**config.mk**
```make
export PLATFORM = sky130hd
export DESIGN_NAME = nv_store_ctrl
export DESIGN_NICKNAME = d
export VERILOG_FILES = /design/src/common/nv_store_pkg.sv /design/src/hdl/nv_word_array.sv /design/src/hdl/nv_store_ctrl.sv
export VERILOG_INCLUDE_DIRS = /design/src /design/src/common
export SDC_FILE = /design/constraint.sdc
export NUM_CORES = 1
export LEC_CHECK = 0
export BUFFER_PORTS_ARGS = -buffer_cell sky130_fd_sc_hd__buf_2
export CAP_MARGIN = 40
export CORE_UTILIZATION = 65
export DETAILED_ROUTE_END_ITERATION = 8
export PLACE_DENSITY = 0.8
export REMOVE_ABC_BUFFERS = 1
export SYNTH_ARGS = -nofsm -noshare
export SYNTH_HDL_FRONTEND = slang
export SYNTH_SLANG_ARGS = --single-unit
```
**constraint.sdc**
```tcl
create_clock -name pclk -period 11.25 [get_ports pclk]
set_input_delay 0.5625 -clock pclk [delete_from_list [all_inputs] [get_ports pclk]]
set_output_delay 0.5625 -clock pclk [all_outputs]
set_load 0.1 [all_outputs]
```
**src/common/nv_store_regs.svh**
```systemverilog
`ifndef NV_STORE_REGS_SVH
`define NV_STORE_REGS_SVH

// array geometry
`define NV_WORDS 32
`define NV_DATA_W 14
`define NV_ADDR_W 5
`define NV_PAGE_WORDS 16
`define NV_DATA_LO_W 8

// register byte offsets
`define NV_OFF_ADDR 12'h000
`define NV_OFF_DATA_LO 12'h004
`define NV_OFF_DATA_HI 12'h008
`define NV_OFF_CTRL 12'h00c

// control field positions
`define NV_CTRL_TSEL_LSB 6
`define NV_CTRL_ERASE_EN 5
`define NV_CTRL_ERASE_TRIG 4
`define NV_CTRL_WRITE_EN 3
`define NV_CTRL_WRITE_TRIG 2
`define NV_CTRL_READ_EN 1
`define NV_CTRL_READ_TRIG 0

// reset values
`define NV_RST_ADDR 5'h00
`define NV_RST_DATA 14'h0000
`define NV_RST_CTRL 8'h00

// timing
`define NV_CLK_PERIOD_NS 10
`define NV_PROG_BASE_MS 2
`define NV_PROG_BASE_CYCLES ((`NV_PROG_BASE_MS * 1000000) / `NV_CLK_PERIOD_NS)
`define NV_READ_CYCLES 2

`endif

```
**src/common/nv_store_pkg.sv**
```systemverilog
`include "nv_store_regs.svh"

package nv_store_pkg;

    // operation sequencer states, gray along idle -> erase or read -> idle; write (2'b11) is two bits from idle
    typedef enum logic [1:0] {
        ST_IDLE = 2'b00,
        ST_ERASE = 2'b01,
        ST_WRITE = 2'b11,
        ST_READ = 2'b10
    } nv_state_e;

    // control register layout, msb first
    typedef struct packed {
        logic [1:0] program_time_select;
        logic erase_enable;
        logic erase_trigger;
        logic write_enable_bit;
        logic write_trigger;
        logic read_enable_bit;
        logic read_trigger;
    } nv_ctrl_s;

    // command into the word array
    typedef struct packed {
        logic erase;
        logic write;
        logic [`NV_ADDR_W-1:0] addr;
        logic [`NV_DATA_W-1:0] wdata;
    } mem_cmd_s;

endpackage

```
**src/hdl/nv_word_array.sv**
```systemverilog
`timescale 1ns/1ns
`include "nv_store_regs.svh"

module nv_word_array
    import nv_store_pkg::*;
#(
    parameter int WORDS = `NV_WORDS,
    parameter int DATA_W = `NV_DATA_W,
    parameter int ADDR_W = `NV_ADDR_W,
    parameter int PAGE_WORDS = `NV_PAGE_WORDS
) (
    // clock
    input wire logic pclk,
    // command and read word
    input wire mem_cmd_s cmd,
    output logic [DATA_W-1:0] rdata
);

    logic [DATA_W-1:0] mem_r [WORDS];

    ////////////////////////////////////////////////////////////////////////////
    // storage words; no reset since contents are meant to survive resets
    genvar g;
    generate
        for (g = 0; g < WORDS; g = g + 1) begin : g_word
            localparam logic PAGE_ID = 1'(g / PAGE_WORDS);
            localparam logic [ADDR_W-1:0] WADDR = ADDR_W'(g);
            wire erase_hit = cmd.erase && (cmd.addr[ADDR_W-1] == PAGE_ID);
            wire write_hit = cmd.write && (cmd.addr == WADDR);
            always_ff @(posedge pclk) begin
                if (erase_hit) begin
                    mem_r[g] <= '0;
                end else if (write_hit) begin
                    mem_r[g] <= cmd.wdata;
                end
            end
        end
    endgenerate

    // one-word read by index
    assign rdata = mem_r[cmd.addr];

endmodule // nv_word_array

```
**src/hdl/nv_store_ctrl.sv**
```systemverilog
`timescale 1ns/1ns
`include "nv_store_regs.svh"

module nv_store_ctrl
    import nv_store_pkg::*;
#(
    parameter int PADDR_W = 12,
    parameter int CNT_W = 24,
    parameter int PROG_BASE_CYCLES = `NV_PROG_BASE_CYCLES,
    parameter int READ_CYCLES = `NV_READ_CYCLES
) (
    // clock and reset
    input wire logic pclk,
    input wire logic presetn,
    // apb slave
    input wire logic psel,
    input wire logic penable,
    input wire logic pwrite,
    input wire logic [PADDR_W-1:0] paddr,
    input wire logic [31:0] pwdata,
    input wire logic [3:0] pstrb,
    output logic [31:0] prdata,
    output logic pready,
    output logic pslverr,
    // processor hold while an operation runs
    output logic cpu_stall
);

    localparam int AW = `NV_ADDR_W;
    localparam int DW = `NV_DATA_W;
    localparam int LW = `NV_DATA_LO_W;
    localparam int HW = DW - LW;

    ////////////////////////////////////////////////////////////////////////////
    // state

    logic [AW-1:0] addr_r;
    logic [AW-1:0] addr_nxt;
    logic [DW-1:0] data_r;
    logic [DW-1:0] data_nxt;
    nv_ctrl_s ctrl_r;
    nv_ctrl_s ctrl_nxt;
    nv_state_e state_r;
    nv_state_e state_nxt;
    logic [CNT_W-1:0] cnt_r;
    logic [CNT_W-1:0] cnt_nxt;
    logic arm_erase_r;
    logic arm_erase_nxt;
    logic arm_write_r;
    logic arm_write_nxt;
    logic fin_r;
    logic [31:0] prdata_r;
    logic [31:0] prdata_nxt;

    ////////////////////////////////////////////////////////////////////////////
    // bus decode

    wire idle = (state_r == ST_IDLE);
    wire hit_addr = (paddr == `NV_OFF_ADDR);
    wire hit_lo = (paddr == `NV_OFF_DATA_LO);
    wire hit_hi = (paddr == `NV_OFF_DATA_HI);
    wire hit_ctrl = (paddr == `NV_OFF_CTRL);
    wire mapped = hit_addr | hit_lo | hit_hi | hit_ctrl;
    // low byte lane carries every register
    wire lane0 = pstrb[0];
    wire xfer = psel & penable & pready;
    wire wr_ok = xfer & pwrite & mapped & lane0;
    wire wr_addr = wr_ok & hit_addr;
    wire wr_lo = wr_ok & hit_lo;
    wire wr_hi = wr_ok & hit_hi;
    wire wr_ctrl = wr_ok & hit_ctrl;

    // the access stalls during an operation and for one cycle after it,
    // so that read data captured after the finish is what the bus returns
    assign pready = idle & ~fin_r;
    assign pslverr = psel & penable & ~mapped;
    assign cpu_stall = ~idle;

    ////////////////////////////////////////////////////////////////////////////
    // control write decode

    nv_ctrl_s wctrl;
    assign wctrl = nv_ctrl_s'(pwdata[7:0]);

    // erase needs the enable already set and set by the transfer just before
    wire go_erase = wr_ctrl & wctrl.erase_trigger & wctrl.erase_enable
                    & ctrl_r.erase_enable & arm_erase_r;
    wire go_write = wr_ctrl & wctrl.write_trigger & wctrl.write_enable_bit
                    & ctrl_r.write_enable_bit & arm_write_r;
    // reads only need the enable set by an earlier transfer
    wire go_read = wr_ctrl & wctrl.read_trigger & wctrl.read_enable_bit
                   & ctrl_r.read_enable_bit;

    // one operation at a time; erase outranks write outranks read
    wire start_erase = go_erase;
    wire start_write = go_write & ~go_erase;
    wire start_read = go_read & ~go_erase & ~go_write;

    ////////////////////////////////////////////////////////////////////////////
    // program duration

    // base time doubles per select step: 2, 4, 8, 16 ms
    wire [CNT_W-1:0] prog_base = CNT_W'(PROG_BASE_CYCLES);
    wire [CNT_W-1:0] prog_len = prog_base << wctrl.program_time_select;
    wire [CNT_W-1:0] read_len = CNT_W'(READ_CYCLES);
    wire cnt_done = (cnt_r == '0);
    wire finish = ~idle & cnt_done;

    ////////////////////////////////////////////////////////////////////////////
    // word array

    mem_cmd_s mem_cmd;
    logic [DW-1:0] mem_rdata;

    // commit happens on the last cycle of the timed operation
    assign mem_cmd.erase = finish & (state_r == ST_ERASE);
    assign mem_cmd.write = finish & (state_r == ST_WRITE);
    assign mem_cmd.addr = addr_r;
    assign mem_cmd.wdata = data_r;

    nv_word_array #(
        .WORDS(`NV_WORDS),
        .DATA_W(DW),
        .ADDR_W(AW),
        .PAGE_WORDS(`NV_PAGE_WORDS)
    ) u_array (
        .pclk(pclk),
        .cmd(mem_cmd),
        .rdata(mem_rdata)
    );

    ////////////////////////////////////////////////////////////////////////////
    // sequencer next state

    always_comb begin
        state_nxt = state_r;
        cnt_nxt = cnt_r;
        case (state_r)
            ST_IDLE: begin
                if (start_erase) begin
                    state_nxt = ST_ERASE;
                    cnt_nxt = prog_len - 1'b1;
                end else if (start_write) begin
                    state_nxt = ST_WRITE;
                    cnt_nxt = prog_len - 1'b1;
                end else if (start_read) begin
                    state_nxt = ST_READ;
                    cnt_nxt = read_len - 1'b1;
                end
            end
            ST_ERASE, ST_WRITE, ST_READ: begin
                if (cnt_done) begin
                    state_nxt = ST_IDLE;
                end else begin
                    cnt_nxt = cnt_r - 1'b1;
                end
            end
            default: begin
                state_nxt = ST_IDLE;
                cnt_nxt = '0;
            end
        endcase
    end

    ////////////////////////////////////////////////////////////////////////////
    // arming: remember whether the last completed transfer set an enable without its trigger

    always_comb begin
        arm_erase_nxt = arm_erase_r;
        arm_write_nxt = arm_write_r;
        if (xfer) begin
            // any transfer in between breaks the back-to-back pair
            arm_erase_nxt = wr_ctrl & wctrl.erase_enable & ~wctrl.erase_trigger;
            arm_write_nxt = wr_ctrl & wctrl.write_enable_bit & ~wctrl.write_trigger;
        end
    end

    ////////////////////////////////////////////////////////////////////////////
    // control register next value

    always_comb begin
        ctrl_nxt = ctrl_r;
        if (wr_ctrl) begin
            ctrl_nxt = wctrl;
            // a trigger only sticks when its operation really starts
            ctrl_nxt.erase_trigger = start_erase;
            ctrl_nxt.write_trigger = start_write;
            ctrl_nxt.read_trigger = start_read;
        end
        if (finish) begin
            case (state_r)
                ST_ERASE: begin
                    ctrl_nxt.erase_trigger = 1'b0;
                    ctrl_nxt.erase_enable = 1'b0;
                end
                ST_WRITE: begin
                    ctrl_nxt.write_trigger = 1'b0;
                    ctrl_nxt.write_enable_bit = 1'b0;
                end
                ST_READ: begin
                    // read enable deliberately left set
                    ctrl_nxt.read_trigger = 1'b0;
                end
                default: begin
                    ctrl_nxt = ctrl_r;
                end
            endcase
        end
    end

    ////////////////////////////////////////////////////////////////////////////
    // address and data registers next value

    always_comb begin
        addr_nxt = addr_r;
        data_nxt = data_r;
        if (wr_addr) begin
            addr_nxt = pwdata[AW-1:0];
        end
        if (wr_lo) begin
            data_nxt[LW-1:0] = pwdata[LW-1:0];
        end
        if (wr_hi) begin
            data_nxt[DW-1:LW] = pwdata[HW-1:0];
        end
        if (finish && (state_r == ST_READ)) begin
            data_nxt = mem_rdata;
        end
    end

    ////////////////////////////////////////////////////////////////////////////
    // read mux; unused upper bits read as zero

    wire [31:0] rd_addr = {{(32-AW){1'b0}}, addr_r};
    wire [31:0] rd_lo = {{(32-LW){1'b0}}, data_r[LW-1:0]};
    wire [31:0] rd_hi = {{(32-HW){1'b0}}, data_r[DW-1:LW]};
    wire [31:0] rd_ctrl = {24'h000000, ctrl_r};

    always_comb begin
        prdata_nxt = 32'h00000000;
        if (hit_addr) begin
            prdata_nxt = rd_addr;
        end else if (hit_lo) begin
            prdata_nxt = rd_lo;
        end else if (hit_hi) begin
            prdata_nxt = rd_hi;
        end else if (hit_ctrl) begin
            prdata_nxt = rd_ctrl;
        end
    end

    assign prdata = prdata_r;

    ////////////////////////////////////////////////////////////////////////////
    // registers

    always_ff @(posedge pclk or negedge presetn) begin
        if (!presetn) begin
            addr_r <= `NV_RST_ADDR;
            data_r <= `NV_RST_DATA;
            ctrl_r <= nv_ctrl_s'(`NV_RST_CTRL);
        end else begin
            addr_r <= addr_nxt;
            data_r <= data_nxt;
            ctrl_r <= ctrl_nxt;
        end
    end

    always_ff @(posedge pclk or negedge presetn) begin
        if (!presetn) begin
            state_r <= ST_IDLE;
            cnt_r <= '0;
            fin_r <= 1'b0;
        end else begin
            state_r <= state_nxt;
            cnt_r <= cnt_nxt;
            fin_r <= finish;
        end
    end

    always_ff @(posedge pclk or negedge presetn) begin
        if (!presetn) begin
            arm_erase_r <= 1'b0;
            arm_write_r <= 1'b0;
        end else begin
            arm_erase_r <= arm_erase_nxt;
            arm_write_r <= arm_write_nxt;
        end
    end

    // read data sampled every cycle; the access phase sees the value
    // settled one edge earlier
    always_ff @(posedge pclk or negedge presetn) begin
        if (!presetn) begin
            prdata_r <= 32'h00000000;
        end else begin
            prdata_r <= prdata_nxt;
        end
    end

endmodule // nv_store_ctrl

```
After elaboration in Yosys (flattened, before gate mapping)
Memories as Yosys holds them, arrays and structs flattened.
Index checks and enable logic that the tools add are counted.
W data, S select, Z words.
Cells by class
  $add $sub $neg: 2
  equality and inequality tests: 44
  reductions and logical operators: 63
  bitwise logic cells: 75
  shifts and indexed selects: 1
  muxes and demuxes: 204
Operators by type and width (number)
  $mux W14: 49
  $reduce_or A14 Y1: 16
  $mux W1: 117
  $mux W24: 4
  $eq A5 B5 Y1 const B: 16
  $mux W5: 16
  $mux W8: 7
  $pmux W24 S2: 1
  $sub A24 B1 Y24 const B: 2
  $eq A5 B4 Y1 const B: 8
  $logic_and A1 B1 Y1: 35
  $or A1 B1 Y1: 35
  $and A1 B1 Y1: 32
  $eq A12 B4 Y1 const B: 2
  $logic_not A24 Y1: 1
  $shl A18 B2 Y24 const A: 1
  $eq A5 B3 Y1 const B: 4
  $eq A12 B3 Y1 const B: 1
  $logic_not A12 Y1: 1
  $pmux W2 S2: 3
  $eq A5 B2 Y1 const B: 2
  $mux W2: 5
  $ne A3 B2 Y1 const B: 3
  $not A1 Y1: 8
  other kinds (14): 20
Word-level totals
  output and inout port bits: 35
  RAM bits: 448
  input port bits: 53
  flip-flop bits (word level): 88
  memories: 1
Memories
  u_array.mem_r: depth 32, width 14, read ports 1, clocked after Yosys merged registers in 0, write ports 16, RTL line nv_word_array.sv:19  | logic [DATA_W-1:0] mem_r [WORDS];

Depth between registers and ports, before layout
Gate-level depths: netlist of run 1.
  depth after elaboration: 18
  gate-level depth with buffers: 11
  mapped depth without buffers: 8

By module
From an unflattened synthesis of run 1, not the netlist that was laid out.
Unflattened totals
  cell total of the unflattened synthesis: 1836
  area total of the unflattened synthesis: 25032.8 um^2
By module, submodules not included
  nv_word_array: sequential area each 13452.9 um^2, times used 1, cells each 1418, area an instance 21079.0 um^2
  nv_store_ctrl: sequential area each 1601.5 um^2, times used 1, cells each 418, area an instance 3953.8 um^2

Worst setup path before layout of run 1
OpenSTA, ideal clock, no wires.
  path type: register -> register
  start: register cnt_r[8]
  end: memory u_array.mem_r[7][0] (netlist name) (enable)
  arrival: 3.434 ns
  path slack: 7.412 ns
  stages on the path, launching flop included: 10
  library setup time: 0.405 ns
  path buffers: 3
  cell sequence: dfrtp_1 or4_4 or4_1 buf_2 nor3_4 nand2_1 or2_1 buf_2 buf_6 o21ai_0
RTL lines
  start: declaration: RTL line nv_store_ctrl.sv:45  | logic [CNT_W-1:0] cnt_r;
  start signal: assignment: RTL line nv_store_ctrl.sv:276  | cnt_r <= cnt_nxt;
  end: declaration: RTL line nv_word_array.sv:19

==> results of run 1 <==
[worst reg2reg max path: stages (launching register included)]
cell and delay, ns:
dfrtp_4 0.57, buf_4 0.66, buf_4 0.49, buf_16 0.30
nor2b_1 0.61, nand3_1 0.36, nor2_1 0.70, and2_1 0.23
[through the flow]
stage / worst slack (ns) / total power [uW] / util
floorplan: 5.12 / 2120 / -
global placement: 7.10 / 2140 / 0.676
detailed placement: 7.20 / 2140 / 0.685
CTS: 7.16 / 3770 / 0.729
global route: 6.97 / 3850 / 0.730
finish: 7.19 / 3770 / 0.730
[cell families after synthesis]
group | after synthesis
AND/OR/NAND/NOR | 725
flip-flops | 512
AO/OA/AOI/OAI | 201
buffers and inverters | 179
multiplexers | 147
adder cells (fa/ha/maj) | 15
XOR/XNOR | 4
other | 1
[sequential cells by signal, summed over array words and instances, names as in the netlist]
register	count
u_array.mem_r	448
state_r	2
addr_r	5
arm_erase_r	1
arm_write_r	1
data_r	14
prdata	8
ctrl_r	8
fin_r	1
cnt_r	24
[worst paths after layout]
path / start / end / slack (ns) / cells past startpoint
max: addr_r[1] / u_array.mem_r[30][11] / 7.19 / 7
min: presetn / prdata[4] / 0.17 / 2
max reg2reg: addr_r[1] / u_array.mem_r[30][11] / 7.19 / 7
min reg2reg: ctrl_r[7] / ctrl_r[7] / 0.50 / 2
max in group asynchronous: presetn / addr_r[0] / 10.45 / 2
min in group pclk: pwdata[2] / arm_write_r / 0.30 / 2
[power by group through the flow]
stage                     combinational (uW)  clock, uW  sequential [uW]
final                                   61.1       1670             2040
after CTS                               60.8       1680             2040
after global routing                    64.4       1740             2040
after detailed placement                60.7          0             2080
after global placement                  59.8          0             2080
after floorplan                         43.7          0             2080
[routing by layer]
metal	global-route usage	vias up	wire length (um)
met5	0	-	0
met1	0.406	7455	21700
met3	0.0610	181	5570
met2	0.502	844	28100
li1	-	6517	-
met4	0.145	0	2770
[layout by cell type (no fill, tap or decap), types with 4 or more instances in the layout]
master	count
a211oi_1	11
a21oi_1	22
a22o_1	6
a22oi_1	20
a31oi_1	6
and2_1	457
buf_16	6
buf_2	36
buf_4	53
buf_8	9
bufinv_16	4
clkbuf_1	16
clkbuf_16	53
clkinv_1	10
clkinv_2	4
conb_1	24
dfrtp_1	61
edfxtp_1	448
ha_1	15
inv_1	15
mux2_2	12
mux2i_1	34
mux4_2	101
nand2_1	48
nand2b_1	6
nand3_1	29
nand4_1	13
nor2_1	73
nor2_4	20
nor2b_1	11
nor3_1	22
nor4_1	6
o21ai_0	51
o21ai_1	31
o22ai_1	31
or2_2	7
or3_1	9
xnor2_1	4
[cell type report]
class | instances | area, um2 | share of cell area
Inverter | 15 | 56.3 | 0.00210
Timing Repair Buffer | 104 | 878 | 0.0327
Multi-Input combinational cell | 1116 | 8640 | 0.322
Tap cell | 468 | 586 | 0.0218
Sequential cell | 512 | 15100 | 0.561
Clock inverter | 19 | 186 | 0.00695
Clock buffer | 72 | 1430 | 0.0532
==> results_dict.tcl, run 1 <==
set metrics [dict create \
    dieHeight_um 196 \
    seq_area_frac_synth 0.616 \
    io_buffers 36 \
    coreArea_um2 36800 \
    grt_max_degree 65 \
    fin_skew_ns 0.0116 \
    grt_pass1_vias 15100 \
    drive_gt1_frac 0.175 \
    synth-seq-cells 512 \
    vias 15000 \
    finalNonFillerCells 2306 \
    crit_path_max_incr_delay_ns 0.70 \
    post_dp_cell_area_um2 25200 \
    postSynth.asyncResetShare 0.125 \
    path_delay_family "simple AND/OR/NAND/NOR gates" \
    vias_per_cell 6.50 \
    synth_flop_cell "edfxtp_1" \
    finalCritPeriodShare 0.361 \
    yosys_warnings 0 \
    first_pass_iters 6 \
    cts_num_sinks 512 \
    drtIter0Drc 1635 \
    cp-end-kind "flop" \
    cap_violations 0 \
    synth.mux.area_fraction 0.113 \
    p_int_uw 3020 \
    syn_area_um2 24400 \
    slew-limit-headroom 0.404 \
    initial_utilization 0.664 \
    grt-ovfl-total 0 \
    routed_wirelength_um 58100 \
    areaGrowthSynthToFinish_pct 9.83 \
    die_width_um 196 \
    avgSynthCellArea_um2 13.7 \
    ctsHoldBuffers 0 \
    h-tree-depth 2 \
    cts_setup_buffers 0 \
    synth.area.top_cells "edfxtp_1 (55%), and2_1 (12%), mux4_2 (9.3%)" \
    root_buffer "clkbuf_16" \
    antennaDiodeCount 0 \
    max_freq_ghz 0.246 \
    postSynthCellCount 1784 \
    synthTopCellsByCount "and2_1 (457), edfxtp_1 (448), mux4_2 (101), clkbuf_1 (96), o21ai_0 (83)" \
    setup_tns_ns 0 \
    antenna_found_initial 0 \
    synthDistinctLibCells 61 \
    ant_nets 0 \
    worstMarginPinSlew_ns 0.890 \
    critical_path_class "reg -> reg" \
    cpMaxStageDelayCell "nor2_1" \
    grt_use_total 0.309 \
    cts_made_buffers 50 \
    startpoint_type "flop" \
    cts_resized 0 \
    setup_viol 0 \
    fillerInstances 2240 \
    p_seq_frac 0.541 \
    slew_violations 0 \
    p_leak_uw 0.00813 \
    power_density_nw_per_um2 140 \
    clkTransAtPathRegs_ns 0.06 \
    hold_path.class "in -> async" \
    hold_ws_ns 0.169 \
    wl_per_cell_um 25.2 \
    place.gp.congestion 0.890 \
    timing.final.crit_period_ns 4.06 \
    synth_xor_xnor_area_share 0.00143 \
    place_hpwl_um 36700 \
    synth_top_area_cell "edfxtp_1" \
    stdcell_area_um2 26800 \
    swShare 0.199 \
    synth_edf_count 448 \
    final_net_count 1867 \
    status "completed" \
    rows 70 \
    dpl.cell_count 2213 \
    combPwrFrac 0.016 \
    pwr-share-clk 0.443 \
    synth_simple_gate_area_frac 0.178 \
    switching_power_uw 750 \
    cp_cell_sequence "buf_4, buf_4, buf_16, nor2b_1, nand3_1, nor2_1, and2_1" \
    ios 88 \
    arrival_ns 4.51 \
    synth_compound_area_frac 0.0499 \
    rsz0062_at_grt "false" \
    worstSkewPairLatency_ns 0.58 \
    path_buf_inv 3 \
    vdd_drop_max_mv 0.117 \
    cts_tree "built" \
    clock_path_buffers 3 \
    cp.required_ns 11.69 \
    synth_fa_ha_area_frac 0.00768 \
    crit_path_max_fanout 49 \
    synth_top_area_share 0.550 \
    final_hold_viol_count 0 \
    grt_pass1_wl_um 87900 \
    synth_top_family_by_area "simple AND/OR/NAND/NOR gates" \
    critical_path.most_common_cell "buf_4" \
    drc 0 \
    synth_most_common_cell "and2_1" \
    die-area_um2 38400 \
]
Note: power is estimated with default switching activity, not from simulation.
==> inputs of run 2 (changes only) <==
CORE_UTILIZATION = 62   (was 65)
PLACE_DENSITY = 0.77   (was 0.8)
clock period = 3.8 ns   (was 11.25 ns; I/O delays follow)
==> run 2 against run 1 <==
Effect of this change:
- non-clock buffer count grew 26
- register-to-register slack lost 7.0 ns
- die area grew 4.8%
- first-iteration DRC count grew 9.6%
- final area grew 0.96%
==> results_dict.tcl, run 2 (same netlist as run 1, synthesis figures left out) <==
set metrics [dict create \
    status "completed" \
    gr-usage-met2 0.488 \
    grt_pass1_vias 15200 \
    coreArea_um2 38700 \
    final_hold_viol_count 0 \
    p_leak_uw 0.00825 \
    cts_tree "built" \
    cts_setup_buffers 0 \
    clock_path_buffers 3 \
    r2r-start "cnt_r[14]" \
    p_int_uw 9020 \
    final_common_cell "and2_1" \
    ant_nets 0 \
    startpoint_type "flop" \
    fin_skew_ns 0.0392 \
    drtIter0Drc 1792 \
    drive_gt1_frac 0.185 \
    finalNonFillerCells 2387 \
    slew-limit-headroom 0.396 \
    grt_busiest_layer "met2" \
    ctsHoldBuffers 12 \
    vias 15100 \
    timing.final.crit_period_ns 3.57 \
    crit_start "cnt_r[14]" \
    cts_resized 0 \
    mostFrequentLayoutCells "and2_1 (457), edfxtp_1 (448), mux4_2 (101)" \
    max_freq_ghz 0.280 \
    io_buffers 36 \
    cp-end-kind "flop" \
    grt_use_met3 0.0554 \
    critical_path_class "reg -> reg" \
    worstMarginPinSlew_ns 0.903 \
    dieHeight_um 201 \
    vias_per_cell 6.32 \
    pwr-share-clk 0.451 \
    antennaDiodeCount 0 \
    worstSkewPairLatency_ns 0.61 \
    finalCritPeriodShare 0.941 \
    setup_viol 0 \
    arrival_ns 3.86 \
    cts_num_sinks 512 \
    cap_violations 0 \
    rsz0062_at_grt "false" \
    top_regs "u_array.mem_r (448), cnt_r (24), data_r (14)" \
    h-tree-depth 2 \
    grt_max_degree 53 \
    routed_wirelength_um 60000 \
    vdd_drop_max_mv 0.322 \
    cts_made_buffers 52 \
    first_pass_iters 6 \
    grt_pass1_wl_um 91600 \
    setup_slack_ns 0.226 \
    combPwrFrac 0.017 \
    hold_ws_ns 0.0654 \
    die_width_um 201 \
    rows 72 \
    drc 0 \
    hold_path.class "in -> reg" \
    clkTransAtPathRegs_ns 0.06 \
    use_met1 0.414 \
    p_seq_frac 0.532 \
    crit_path_max_fanout 16 \
    switching_power_uw 2310 \
    slew_violations 0 \
    power_density_nw_per_um2 418 \
    root_buffer "clkbuf_16" \
    ios 88 \
    dpl.cell_count 2278 \
    place_hpwl_um 38200 \
    wl_per_cell_um 25.1 \
    top_register "u_array.mem_r" \
    grt_use_total 0.305 \
    grt-ovfl-total 0 \
    largest_register_ffs 448 \
    place.gp.congestion 0.927 \
    areaGrowthSynthToFinish_pct 10.9 \
    cp.required_ns 4.09 \
    worstHoldStart "psel" \
    final_net_count 1895 \
    swShare 0.204 \
    post-place-ws_ns 0.283 \
    antenna_found_initial 0 \
    setup_tns_ns 0 \
    initial_utilization 0.631 \
    die-area_um2 40200 \
]
## run 2: cell count changes in the layout (fill, tap and decap cells not counted), sizes merged
| cell | change |
|---|---|
| bufinv | +2 |
| clkinv | +11 |
| inv | +1 |
| clkbuf | -10 |
| dlygate4sd3 | +12 |
| clkinvlp | +1 |
| buf | +14 |
## run 2: cell type report
type	count	area, um2
timing repair buffer	130	1010
clock inverter	34	333
inverter	15	56.3
clock buffer	62	1360
fill	2541	11600
multi-input combinational	1116	8630
sequential	512	15100
tap	518	648
## run 2: power by group through the flow
stage	Clock, uW	Combinational [uW]	Sequential, uW
final	5110	191	6030
after CTS	5140	189	6030
after floorplan	0	129	6150
after global placement	0	179	6150
after detailed placement	0	181	6150
after global routing	5330	200	6030
## run 2: worst paths after layout
kind	endpoint	slack (ns)	cells after the start
hold / removal	arm_erase_r	0.07	4
setup reg to reg	u_array.mem_r[3][3]	0.23	7
min in group asynchronous	prdata[6]	0.20	2
max in group asynchronous	addr_r[1]	2.65	3
hold reg to reg	ctrl_r[7]	0.48	2
setup / recovery	u_array.mem_r[3][3]	0.23	7
## run 2: worst max-delay path, cell delays in order, from the launching register on
cell	delay, ns
dfrtp_1	0.42
or4_4	0.57
or4_4	0.59
nor3_4	0.39
nand2_1	0.22
or2_1	0.52
o21ai_1	0.29
buf_4	0.27
## run 2: layer usage
metal	vias to the layer above	part of all wire	wire [um]
li1	6584	-	-
met1	7560	0.38	23000
met2	803	0.48	28800
met3	142	0.094	5630
met4	0	0.042	2520
met5	-	0	0
## run 2: per-stage QoR
stage	cell area, um2	total power, uW	utilization
final	27100	11300	0.700
after global routing	27100	11600	0.700
after CTS	27100	11400	0.699
after detailed placement	25300	6330	0.653
after global placement	25200	6330	0.650
after floorplan	23700	6280	-
